===== src/include/rst_pkg.sv =====
package rst_pkg;
	localparam int unsigned CLK_HZ           = 250_000_000;
	// start-up takes about one minute, a reset about one second
	localparam int unsigned STARTUP_TIME_S   = 60;
	localparam int unsigned RESET_TIME_S     = 1;
	localparam int unsigned MONITOR_TIME_S   = 1;
	localparam int unsigned WINDOW_TIME_S    = 3600;
	localparam longint unsigned STARTUP_CYC  = longint'(STARTUP_TIME_S) * CLK_HZ;
	localparam longint unsigned RESET_CYC    = longint'(RESET_TIME_S) * CLK_HZ;
	localparam longint unsigned MONITOR_CYC  = longint'(MONITOR_TIME_S) * CLK_HZ;
	localparam longint unsigned WINDOW_CYC   = longint'(WINDOW_TIME_S) * CLK_HZ;
	localparam int unsigned FAIL_LIMIT       = 3;
	localparam int unsigned RESET_LIMIT      = 4;
	localparam int unsigned NUM_PROC         = 3;
	localparam int unsigned NUM_BREAKER      = 2;

	typedef enum {
		ST_SELFTEST,
		ST_INIT,
		ST_RUN,
		ST_RESETTING,
		ST_HALT_CRIT,
		ST_SHUTDOWN
	} rst_state_e;

	// display message codes
	localparam logic [1:0] MSG_BLANK = 2'h0;
	localparam logic [1:0] MSG_INIT  = 2'h1;
	localparam logic [1:0] MSG_DIAG  = 2'h2;
	localparam logic [1:0] MSG_ERROR = 2'h3;

	typedef struct packed {
		logic       valid;
		logic [1:0] breakerIdx;
		logic       energized;
	} rst_trip_evt_s;

	typedef struct packed {
		logic greenLamp;
		logic redLamp;
		logic critAlarm;
		logic nonCritAlarm;
	} rst_alarm_s;
endpackage


===== src/design/rst_retry_filter.sv =====
`timescale 1ns/1ps
// declares a component failed after consecutive failing runs
module rst_retry_filter #(
	parameter int unsigned N      = 4,
	parameter int unsigned LIMIT  = 3
) (
	// clock and reset
	input  wire logic         sys_clk,
	input  wire logic         srst,
	// test results
	input  wire logic [N-1:0] testDone,
	input  wire logic [N-1:0] testFail,
	input  wire logic         clearAll,
	// verdicts
	output logic      [N-1:0] failed
);
	genvar i;
	generate
		for (i = 0; i < N; i++) begin : g_ch
			logic [1:0] cnt_reg;
			logic       fail_reg;
			wire        hitNow = testDone[i] && testFail[i] && (cnt_reg == 2'(LIMIT - 1));
			always_ff @(posedge sys_clk) begin
				if (srst || clearAll) begin
					cnt_reg  <= 2'h0;
					fail_reg <= 1'b0;
				end else if (testDone[i]) begin
					if (!testFail[i]) begin
						cnt_reg <= 2'h0;
					end else if (hitNow) begin
						fail_reg <= 1'b1;
						cnt_reg  <= 2'h0;
					end else begin
						cnt_reg <= cnt_reg + 2'h1;
					end
				end
			end
			assign failed[i] = fail_reg;
		end
	endgenerate
endmodule


===== src/design/rst_supervisor.sv =====
`timescale 1ns/1ps
// Notes on behaviour
// RULE_01: after trip, log each breaker's trip current
// RULE_02: protection waits for all three processors
// RULE_03: check firmware compatibility and model number
// RULE_04: critical start-up failure halts, alarm, message
// RULE_05: read current rating, then enable outputs
// RULE_06: green lamp decided from all results
// RULE_07: initializing message, then blank and acquire
// RULE_08: start-up lasts about one minute
// RULE_09: background tests only while processor idle
// RULE_10: background failure declared after three in row
// RULE_11: critical run-time failure forces self-reset
// RULE_12: malfunction reset reruns only related tests
// RULE_13: successful reset leaves no trace
// RULE_14: red lamp during reset; failure shuts down
// RULE_15: fifth reset in hour halts as critical
// RULE_16: reset procedure lasts about one second
// RULE_17: foreground tests on idle port, three failures
// RULE_18: trip continuity runs as foreground test
// RULE_19: pickup without detector one second alarms
// RULE_20: operator panel lamp test on request
// RULE_21: monitor timer restarts when condition clears
// RULE_22: reset count rolls hourly, cleared by power-up
module rst_supervisor
	import rst_pkg::*;
#(
	parameter longint unsigned STARTUP_CYCLES = STARTUP_CYC,
	parameter longint unsigned RESET_CYCLES   = RESET_CYC,
	parameter longint unsigned MONITOR_CYCLES = MONITOR_CYC,
	parameter longint unsigned WINDOW_CYCLES  = WINDOW_CYC,
	parameter int unsigned     NBG            = 4,
	parameter int unsigned     NFG            = 4
) (
	// clock and reset
	input  wire logic                    sys_clk,
	input  wire logic                    srst,
	input  wire logic                    powerOnReset,
	// start-up results from processors
	input  wire logic [NUM_PROC-1:0]     procTestDone,
	input  wire logic [NUM_PROC-1:0]     procTestPass,
	input  wire logic                    firmwareCompatible,
	input  wire logic                    modelMatches,
	input  wire logic                    displayReady,
	input  wire logic                    ratingValid,
	input  wire logic                    ratingIs5A,
	// run-time test results
	input  wire logic [NUM_PROC-1:0]     procIdle,
	input  wire logic [NBG-1:0]          bgTestDone,
	input  wire logic [NBG-1:0]          bgTestFail,
	input  wire logic [NBG-1:0]          bgCritical,
	input  wire logic [NFG-1:0]          fgPortIdle,
	input  wire logic [NFG-1:0]          fgTestDone,
	input  wire logic [NFG-1:0]          fgTestFail,
	// trip current sense and continuous monitor
	input  wire logic                    tripIssued,
	input  wire logic [NUM_BREAKER-1:0]  tripCurrentSensed,
	input  wire logic [3:0]              unitPickedUp,
	input  wire logic                    faultDetector,
	input  wire logic                    lampTestReq,
	// grants and enables
	output logic [NUM_PROC-1:0]          bgTestGrant,
	output logic [NFG-1:0]               fgTestGrant,
	output logic                         protectionEnable,
	output logic                         outputsEnable,
	output logic                         acquisitionEnable,
	output logic                         commsEnable,
	output logic                         saveStatus,
	output logic                         rating5A,
	output logic [NBG-1:0]               rerunMask,
	// lamps, alarms, display, events
	output rst_alarm_s                   alarms,
	output logic [1:0]                   displayMsg,
	output rst_trip_evt_s                tripEvent,
	output logic                         monitorEvent,
	output logic [2:0]                   resetCount
);
	import rst_pkg::*;

	rst_state_e    state_reg, state_next;
	// wide enough for the full one-minute start-up count at the system clock
	logic [39:0]   timer_reg;
	logic [31:0]   monTimer_reg;
	logic [39:0]   winTimer_reg;
	logic [2:0]    resetCnt_reg;
	logic          malfReset_reg;
	logic [NBG-1:0] rerun_reg;
	logic          tripPend_reg;
	logic [NUM_BREAKER-1:0] evtPend_reg;
	rst_alarm_s    alarms_reg;
	logic [1:0]    msg_reg;
	rst_trip_evt_s tripEvt_reg;
	logic          monEvt_reg, monLatched_reg;
	logic [NUM_PROC-1:0] bgGrant_reg;
	logic [NFG-1:0] fgGrant_reg;
	logic          prot_reg, outEn_reg, acq_reg, comms_reg, save_reg, r5_reg;

	logic [NBG-1:0] bgFailed;
	logic [NFG-1:0] fgFailed;

	wire allProcDone  = &procTestDone;
	wire allProcPass  = &procTestPass;
	wire startupOk    = allProcDone && allProcPass && firmwareCompatible && modelMatches; // RULE_02 RULE_03
	wire startupBad   = allProcDone && !startupOk;
	wire bgCritFail   = |(bgFailed & bgCritical);
	wire anyFail      = (|bgFailed) || (|fgFailed);
	wire timerExpired = (state_reg == ST_RESETTING) ? (timer_reg >= 40'(RESET_CYCLES))
	                                                : (timer_reg >= 40'(STARTUP_CYCLES));
	wire overLimit    = (resetCnt_reg >= 3'(RESET_LIMIT));
	wire pickupNoFd   = (|unitPickedUp) && !faultDetector;
	wire monExpire    = pickupNoFd && (monTimer_reg >= 32'(MONITOR_CYCLES - 1));
	wire windowEnd    = (winTimer_reg >= 40'(WINDOW_CYCLES - 1));
	wire inRun        = (state_reg == ST_RUN);
	wire inHalt       = (state_reg == ST_HALT_CRIT) || (state_reg == ST_SHUTDOWN);

	rst_retry_filter #(
		.N     (NBG),
		.LIMIT (FAIL_LIMIT)
	) u_bg (
		.sys_clk  (sys_clk),
		.srst     (srst),
		.testDone (bgTestDone & {NBG{inRun}}),
		.testFail (bgTestFail),
		.clearAll (state_reg == ST_RESETTING),
		.failed   (bgFailed)
	); // RULE_10

	rst_retry_filter #(
		.N     (NFG),
		.LIMIT (FAIL_LIMIT)
	) u_fg (
		.sys_clk  (sys_clk),
		.srst     (srst),
		.testDone (fgTestDone & fgPortIdle & {NFG{inRun}}),
		.testFail (fgTestFail),
		.clearAll (state_reg == ST_RESETTING),
		.failed   (fgFailed)
	); // RULE_17 RULE_18

	always_comb begin
		state_next = state_reg;
		case (state_reg)
			ST_SELFTEST: begin
				if (startupBad) begin
					state_next = ST_HALT_CRIT; // RULE_04
				end else if (startupOk && ratingValid) begin
					state_next = ST_INIT; // RULE_05
				end
			end
			ST_INIT: begin
				if (timerExpired || malfReset_reg) begin
					state_next = ST_RUN; // RULE_08
				end
			end
			ST_RUN: begin
				if (bgCritFail) begin
					state_next = overLimit ? ST_HALT_CRIT : ST_RESETTING; // RULE_11 RULE_15
				end
			end
			ST_RESETTING: begin
				if (startupBad) begin
					state_next = ST_SHUTDOWN; // RULE_14
				end else if (timerExpired && startupOk) begin
					state_next = ST_RUN; // RULE_16 RULE_13
				end
			end
			ST_HALT_CRIT: state_next = ST_HALT_CRIT;
			ST_SHUTDOWN:  state_next = ST_SHUTDOWN;
			default:      state_next = ST_SELFTEST;
		endcase
	end

	// start-up and reset sequencing
	always_ff @(posedge sys_clk) begin
		if (srst || powerOnReset) begin
			state_reg     <= ST_SELFTEST;
			timer_reg     <= 40'h0;
			malfReset_reg <= 1'b0;
			rerun_reg     <= '0;
		end else begin
			state_reg <= state_next;
			timer_reg <= (state_next != state_reg) ? 40'h0 : timer_reg + 40'h1;
			if (state_reg == ST_RUN && state_next == ST_RESETTING) begin
				malfReset_reg <= 1'b1; // RULE_12
				rerun_reg     <= bgFailed & bgCritical; // RULE_12
			end else if (state_next == ST_RUN) begin
				rerun_reg <= '0;
			end
		end
	end

	// rolling hourly reset counter, survives malfunction resets
	always_ff @(posedge sys_clk) begin
		if (powerOnReset) begin
			resetCnt_reg <= 3'h0; // RULE_22
			winTimer_reg <= 40'h0;
		end else begin
			winTimer_reg <= windowEnd ? 40'h0 : winTimer_reg + 40'h1; // RULE_22
			if (state_reg == ST_RUN && bgCritFail && !overLimit) begin
				resetCnt_reg <= resetCnt_reg + 3'h1; // RULE_15
			end else if (state_reg == ST_RUN && bgCritFail) begin
				resetCnt_reg <= resetCnt_reg;
			end else if (windowEnd) begin
				resetCnt_reg <= 3'h0;
			end
		end
	end

	// outputs, lamps, display
	always_ff @(posedge sys_clk) begin
		if (srst || powerOnReset) begin
			prot_reg   <= 1'b0;
			outEn_reg  <= 1'b0;
			acq_reg    <= 1'b0;
			comms_reg  <= 1'b0;
			save_reg   <= 1'b0;
			r5_reg     <= 1'b0;
			msg_reg    <= MSG_BLANK;
			alarms_reg <= '0;
			bgGrant_reg <= '0;
			fgGrant_reg <= '0;
		end else begin
			prot_reg  <= (state_next == ST_RUN); // RULE_02
			outEn_reg <= (state_next == ST_INIT) || (state_next == ST_RUN); // RULE_05
			acq_reg   <= (state_next == ST_RUN); // RULE_07
			comms_reg <= (state_next != ST_SELFTEST && state_next != ST_SHUTDOWN); // RULE_04
			save_reg  <= (state_next == ST_HALT_CRIT) && (state_reg != ST_HALT_CRIT); // RULE_04
			if (state_reg == ST_SELFTEST && ratingValid) begin
				r5_reg <= ratingIs5A; // RULE_05
			end
			bgGrant_reg <= procIdle & {NUM_PROC{inRun}}; // RULE_09
			fgGrant_reg <= fgPortIdle & {NFG{inRun}}; // RULE_17
			case (state_next)
				ST_SELFTEST: msg_reg <= displayReady ? MSG_INIT : MSG_BLANK; // RULE_07
				ST_INIT:     msg_reg <= MSG_INIT;
				ST_RESETTING: msg_reg <= MSG_ERROR; // RULE_14
				ST_SHUTDOWN: msg_reg <= MSG_ERROR;
				ST_HALT_CRIT: msg_reg <= MSG_DIAG; // RULE_04
				default:     msg_reg <= MSG_BLANK; // RULE_07
			endcase
			alarms_reg.critAlarm <= (state_next == ST_HALT_CRIT) ||
			                        (state_next == ST_SHUTDOWN); // RULE_04 RULE_13
			alarms_reg.redLamp   <= lampTestReq || (state_next == ST_RESETTING) ||
			                        inHalt; // RULE_14 RULE_20
			alarms_reg.greenLamp <= lampTestReq ||
			                        ((state_next == ST_RUN) && !anyFail); // RULE_06 RULE_20
			alarms_reg.nonCritAlarm <= monLatched_reg || monExpire ||
			                           ((|fgFailed) && inRun); // RULE_19
		end
	end

	// continuous monitor persistence
	always_ff @(posedge sys_clk) begin
		if (srst || powerOnReset) begin
			monTimer_reg   <= 32'h0;
			monEvt_reg     <= 1'b0;
			monLatched_reg <= 1'b0;
		end else begin
			monEvt_reg <= 1'b0;
			if (!pickupNoFd || !inRun) begin
				monTimer_reg <= 32'h0; // RULE_21
			end else if (monExpire) begin
				monTimer_reg   <= 32'h0;
				monEvt_reg     <= 1'b1; // RULE_19
				monLatched_reg <= 1'b1;
			end else begin
				monTimer_reg <= monTimer_reg + 32'h1;
			end
		end
	end

	// trip current reporting, one event per breaker after a trip
	always_ff @(posedge sys_clk) begin
		if (srst || powerOnReset) begin
			tripPend_reg <= 1'b0;
			evtPend_reg  <= '0;
			tripEvt_reg  <= '0;
		end else begin
			tripEvt_reg.valid <= 1'b0;
			if (tripIssued) begin
				evtPend_reg <= '1; // RULE_01
			end else if (evtPend_reg[0]) begin
				tripEvt_reg.valid      <= 1'b1;
				tripEvt_reg.breakerIdx <= 2'h1; // RULE_01
				tripEvt_reg.energized  <= tripCurrentSensed[0];
				evtPend_reg[0]         <= 1'b0;
			end else if (evtPend_reg[1]) begin
				tripEvt_reg.valid      <= 1'b1;
				tripEvt_reg.breakerIdx <= 2'h2; // RULE_01
				tripEvt_reg.energized  <= tripCurrentSensed[1];
				evtPend_reg[1]         <= 1'b0;
			end
			tripPend_reg <= |evtPend_reg;
		end
	end

	assign bgTestGrant       = bgGrant_reg;
	assign fgTestGrant       = fgGrant_reg;
	assign protectionEnable  = prot_reg;
	assign outputsEnable     = outEn_reg;
	assign acquisitionEnable = acq_reg;
	assign commsEnable       = comms_reg;
	assign saveStatus        = save_reg;
	assign rating5A          = r5_reg;
	assign rerunMask         = rerun_reg;
	assign alarms            = alarms_reg;
	assign displayMsg        = msg_reg;
	assign tripEvent         = tripEvt_reg;
	assign monitorEvent      = monEvt_reg;
	assign resetCount        = resetCnt_reg;
endmodule


===== config.mk =====
export PLATFORM = sky130hd
export DESIGN_NAME = rst_supervisor
export DESIGN_NICKNAME = d
export VERILOG_FILES = /design/src/include/rst_pkg.sv /design/src/design/rst_retry_filter.sv /design/src/design/rst_supervisor.sv
export SDC_FILE = /design/constraint.sdc
export NUM_CORES = 1
export LEC_CHECK = 0
export BUFFER_PORTS_ARGS = -buffer_cell sky130_fd_sc_hd__buf_4
export CAP_MARGIN = 20
export CORE_MARGIN = 1.5
export CORE_UTILIZATION = 45
export CTS_CLUSTER_DIAMETER = 40
export DETAILED_ROUTE_END_ITERATION = 7
export GPL_ROUTABILITY_DRIVEN = 0
export HOLD_SLACK_MARGIN = 0.15
export PLACE_DENSITY = 0.66
export SYNTH_ARGS = -nofsm -noshare
export SYNTH_HDL_FRONTEND = slang
export SYNTH_SLANG_ARGS = --single-unit

===== constraint.sdc =====
create_clock -name sys_clk -period 2.3 [get_ports sys_clk]
set_clock_uncertainty 0.1 [all_clocks]
set_input_delay 0.46 -clock sys_clk [delete_from_list [all_inputs] [get_ports sys_clk]]
set_output_delay 0.46 -clock sys_clk [all_outputs]
set_load 0.02 [all_outputs]

==> results of run 1 <==
-- layer usage --
layer / wire, um / GRT usage / vias up / share of wire
met5: 0 / 0 / - / 0
met4: 307 / 0.04543 / 0 / 0.017
met3: 758 / 0.03498 / 21 / 0.042
met2: 8438 / 0.3014 / 121 / 0.47
met1: 8610 / 0.2560 / 3251 / 0.48
li1: - / - / 3660 / -
-- power by group --
part           leakage (nW)  switching, mW  internal, mW
Sequential             1.64         0.0191          3.54
Clock                 0.467           1.64          2.61
Combinational          2.34         0.0862         0.109
Total                  4.45           1.75          6.26
-- path summary, 6_finish.rpt --
check                             to  slack [ns]  depth (start not counted)
max                    timer_reg[11]       -0.14                          8
min          u_bg.g_ch[3].cnt_reg[1]        0.19                          4
min reg2reg             tripEvent[2]        0.36                          2
max reg2reg            timer_reg[11]       -0.14                          8
-- logic make-up (layout without fill, tap and decap cells) --
logic type,Yosys count,after routing
and+or+nand+nor,470,470
muxes,1,1
other,1,33
xor gates and xnor gates,100,100
buffers and inverters,53,282
adders and majority gates,6,6
AOI/OAI and AO/OA,97,97
DFF,202,202
-- area by class of cell --
cell class / count / area, um2
sequential: 202 / 4046
tap: 229 / 286.5
clock inverter: 20 / 205.2
timing repair buffer: 206 / 1688
multi-input combinational: 707 / 4282
fill: 1521 / 6619
clock buffer: 31 / 743.2
inverter: 25 / 93.84
-- stage by stage --
stage	std cells	total power, mW	worst slack, ns	setup TNS (ns)
finish	1420	8.008	-0.1386	-4.137
global route	1420	8.302	-0.2403	-9.426
CTS	1416	8.114	-0.1233	-3.963
detailed placement	1343	3.803	-0.2989	-14.88
global placement	1343	3.800	-0.2612	-10.87
floorplan	962	3.686	0.003837	0
-- critical path, stage by stage (launching register included) --
cell	delay, ns
dfxtp_1	0.32
nor4_2	0.29
nand4_1	0.14
buf_6	0.16
or2_4	0.27
o41a_4	0.49
mux2i_4	0.26
buf_12	0.22
nor2_1	0.07
-- timing repair --
item	4_1_cts	5_1_grt
hold endpoints to repair	18	0
resized for setup	15	37
hold buffers	14	0
endpoints found under the setup margin	106	129
pin swaps	6	24
buffers inserted	7	7
cloned	1	1
-- cell usage in the layout, fill, tap and decap left out, types with 4 or more instances in the layout --
cell type	instances
inv_1	25
nor3b_1	5
conb_1	33
clkbuf_16	30
nand4_1	32
o21ai_0	9
buf_12	5
o211ai_1	6
a22oi_1	4
nor4_2	6
a211oi_1	4
nand3_1	64
nor2_1	158
buf_6	7
o31ai_1	4
inv_6	9
xnor2_1	34
nor3b_2	5
dlygate4sd3_1	14
dfxtp_1	200
nor4_1	16
ha_1	6
clkinv_2	4
and4_1	5
nor2_2	24
nor3_1	25
and3_1	26
buf_4	179
nand2b_1	8
nand2_1	60
a31oi_1	5
or2_2	6
a21oi_1	39
xor2_1	65
==> metrics.txt, run 1 <==
CP startpoint=state_reg[4]; CTS root buf=clkbuf_16; Post-Synth Adder-Cell Area=0.009132; Final Critical Period=2.439 ns; Mapped Cells=930; largest cells by area after synthesis=dfxtp_1 (49%), nor2_1 (7.5%), xor2_1 (7.0%); post-route cell area=11340 um2; fin. max-slew vios=0; Ant. Diodes=0; worst path arrival time=2.74 ns; Critical Path RT=2.60 ns; part of the cycle the worst path needs=1.060; mux share of post-synthesis cell area=0.002740; FF+latch count, synth=202; share of layout cells above drive strength 1=0.2662; Post-Synth Simple-Gate Area=0.2837; Vias=7053; failing checks=negative setup slack; WL final=18.11 mm; Cell variety after synth=58; # DRC=0; leading area contributor after synthesis=dfxtp_1; Reg clk slew, reported paths=~0.060 ns; CP Class=register to register; TritonCTS buffer count=28; DIE WIDTH=138.2 um; row count=49; share of synthesized registers carrying an async set or reset=0; critical path fanouts, max=23; Final ANT Viol Nets=0; Synth top cells by count=dfxtp_1 (202), nor2_1 (165), nand3_1 (67); largest net degree at the start of global routing=between 40 and 50; Peak supply drop=0.6660 mV; Max-Slew Margin vs Limit=0.6373; pwr dens=705.8 nW/um2; synth warn=0; Worst R2R Start=state_reg[4]; CTS tree=built; status=complete, but fails checks; H-tree Lvls=1; max-cap violations=0; minimum hold slack=0.1938 ns; Hold Path Origin=bgTestDone[3]; total track usage=0.1857; EDFF count, synth=0; post-synthesis compound-gate area fraction=0.07641; xor and xnor area share after synthesis=0.1065; final setup vio count=40; Hold WC Path Type=input pin to register; total die area=19090 um2; Final nets=1226; Via density=roughly 5.0; Leak=around 4.4 nW; clock sinks=slightly above 200; first-pass GRT wire length=30.71 mm; Syn-to-layout area delta=38.01%; Seq/Total Area, Yosys=0.4919; setup ws final=-0.1386 ns; mapped cell area=8220 um2; RSZ-0062 raised after global routing=yes; final hold viol count=0; 1st-iter DRT viols=~330; buffers added on ports=80; Max clock buf depth=3; hpwl dp=roughly 12 mm; Worst-Skew Late Latency=roughly 0.52 ns; Starting Density=0.4576; f_max=approximately 0.41 GHz; post-layout util=0.6315; startpoint types=register; core footprint=around 18000 um2; number of I/O pins=slightly above 80; DR WL/cell=12.76 um; ys flop type=dfxtp_1; grt ovf=0; CP Capture Type=register; Detailed Routing Iterations Pass 1=4; main combinational cell family by area after synthesis=simple AND/OR/NAND/NOR gates; Avg Inst Size Synth=around 8.8 um2; area fraction of the dominant cell type after synthesis=0.4919; Tightest Pin Transition=0.5391 ns; initial antenna violation count=0; Placed Area=9930 um2; Die Y=138.2 um; vias in the first global route=6688; most numerous cell in the Yosys netlist=dfxtp_1
No activity file was read; power rests on OpenSTA's default activity.
==> inputs of run 2 (changes only) <==
ABC_CLOCK_PERIOD_IN_PS = 2300   (was not set)
CORE_ASPECT_RATIO = 0.5   (was not set)
MAX_ROUTING_LAYER = met4   (was not set)
==> metrics.txt, run 2 (same netlist as run 1, synthesis figures left out) <==
pwr dens=around 630 nW/um2; Critical Path RT=~2.6 ns; core footprint=17610 um2; Reg clk slew, reported paths=0.07 ns; critical path fanouts, max=9; post-route cell area=between 10000 and 15000 um2; Die Y=98.57 um; largest net degree at the start of global routing=41; Tot Pwr=7.252 mW; DR WL/cell=13.45 um; Worst-Skew Late Latency=approximately 0.50 ns; f_max=0.4248 GHz; commonest non-fill, non-tap cells in the layout=dfxtp_1 (195), buf_4 (178), nor2_1 (134), xor2_1 (65); H-tree Lvls=1; met3 capacity usage during global routing=0.03080; vias in the first global route=between 6k and 7k; # DRC=9; initial antenna violation count=0; part of the cycle the worst path needs=1.023; Tightest Pin Transition=0.5497 ns; Via density=5.070; first-pass GRT wire length=30.72 mm; worst stage delay on the critical path=approximately 0.5 ns; clock sinks=roughly 200; CP Capture Type=register; final setup vio count=50; worst path cell trace=nor3_1, o21ai_0, o21ai_0, buf_4, a21oi_2, o41a_4, mux2i_4, buf_6, nor2_1; share of layout cells above drive strength 1=0.3045; CTS tree=built; FF+latch area=4053 um2; hpwl dp=12.73 mm; Vias=between 7k and 8k; worst path arrival time=about 2.6 ns; fin. max-slew vios=0; failing checks=design-rule violations, negative setup slack; GRT met2 Usage=0.3290; multi-input logic area=4618 um2; RSZ-0062 raised after global routing=yes; Detailed Routing Iterations Pass 1=7; status=complete, but fails checks; buffers added on ports=80; Ant. Diodes=0; CP startpoint=timer_reg[17]; met1 usage=0.2519; Placed Area=9921 um2; TritonCTS buffer count=20; Hold Path Origin=bgCritical[0]; GR peak layer=met2; startpoint types=register; total die area=around 19000 um2; row count=34; CTS root buf=clkbuf_16; Syn-to-layout area delta=40.41%; leading cell type in the layout, fill and taps excluded=dfxtp_1; Peak supply drop=0.4950 mV; critical path's slowest cell=o41a_4; number of I/O pins=approximately 80; Leak=4.464 nW; setup ws final=-0.05387 ns; Starting Density=0.4668; FILL cells=around 1.4k; grt ovf=0; 1st-iter DRT viols=388; WL final=19.00 mm; Final ANT Viol Nets=0; max-cap violations=0; Max clock buf depth=3; Final nets=1221; final hold viol count=0; Hold WC Path Type=input pin to register; Final Critical Period=2.354 ns; total track usage=0.1962; Worst R2R Start=timer_reg[17]; Max-Slew Margin vs Limit=0.6301; register-to-register setup slack=-0.05 ns; Most common cell on crit path=o21ai_0; CP Class=register to register; DIE WIDTH=194.1 um
## run 2: changes by cell type in the layout (fill, tap and decap cells not counted), moves of 7 or more
cell       previous run  this run
clkbuf_16            30        23
inv_6                 9         0
nor2_1              158       134
nor2_4                3        25
## run 2: what timing repair did
| item | CTS | global route |
|---|---|---|
| cloned | 3 | 3 |
| pin swaps | 24 | 36 |
| hold buffers | 11 | 0 |
| setup buffers | 13 | 6 |
| endpoints found under the hold margin | 14 | 0 |
| endpoints found under the setup margin | 101 | 147 |
| gates resized for setup | 39 | 105 |
## run 2: worst paths after layout
| check | end | cells after the start |
|---|---|---|
| worst min-delay path | rerunMask[0] | 3 |
| worst max-delay path | timer_reg[3] | 9 |
| worst min register to register | rating5A | 2 |
| worst max register to register | timer_reg[3] | 9 |
## run 2: cell type report
cell class                      instances  area share
Multi-Input combinational cell        707      0.4001
Timing Repair Buffer                  209      0.1538
Inverter                               25    0.008130
Sequential cell                       202      0.3511
Clock buffer                           23     0.04607
Tap cell                              234     0.02537
Clock inverter                         13     0.01539
## run 2: per-layer routing
layer	up-vias	part of all wire
li1	3640	-
met1	3351	0.46
met2	139	0.47
met3	34	0.046
met4	0	0.018
met5	-	0
## run 2: report_power, final
part           leakage [nW]  internal [mW]  switching [mW]
Clock                 0.342           2.04            1.46
Combinational          2.48          0.107          0.0922
Sequential             1.64           3.54          0.0200
## run 2: worst max-delay path, delay by kind of cell (launching register included)
kind            cells  cell delay, ns
compound gates      4            0.89
buf+inv             2            0.37
flops               1            0.35
mux                 1            0.27
simple gates        2            0.26
## run 2: through the flow
stage | util | setup TNS, ns | hold WS, ns | worst slack [ns] | std cells
floorplan | - | 0 | 0.3370 | 0.003837 | 962
global placement | 0.5633 | -11.64 | 0.3449 | -0.2405 | 1346
detailed placement | 0.5633 | -17.46 | 0.3568 | -0.3328 | 1346
CTS | 0.6282 | -2.510 | 0.1523 | -0.1031 | 1407
global route | 0.6554 | -13.38 | 0.1541 | -0.1893 | 1413
finish | 0.6554 | -1.425 | 0.1608 | -0.05387 | 1413
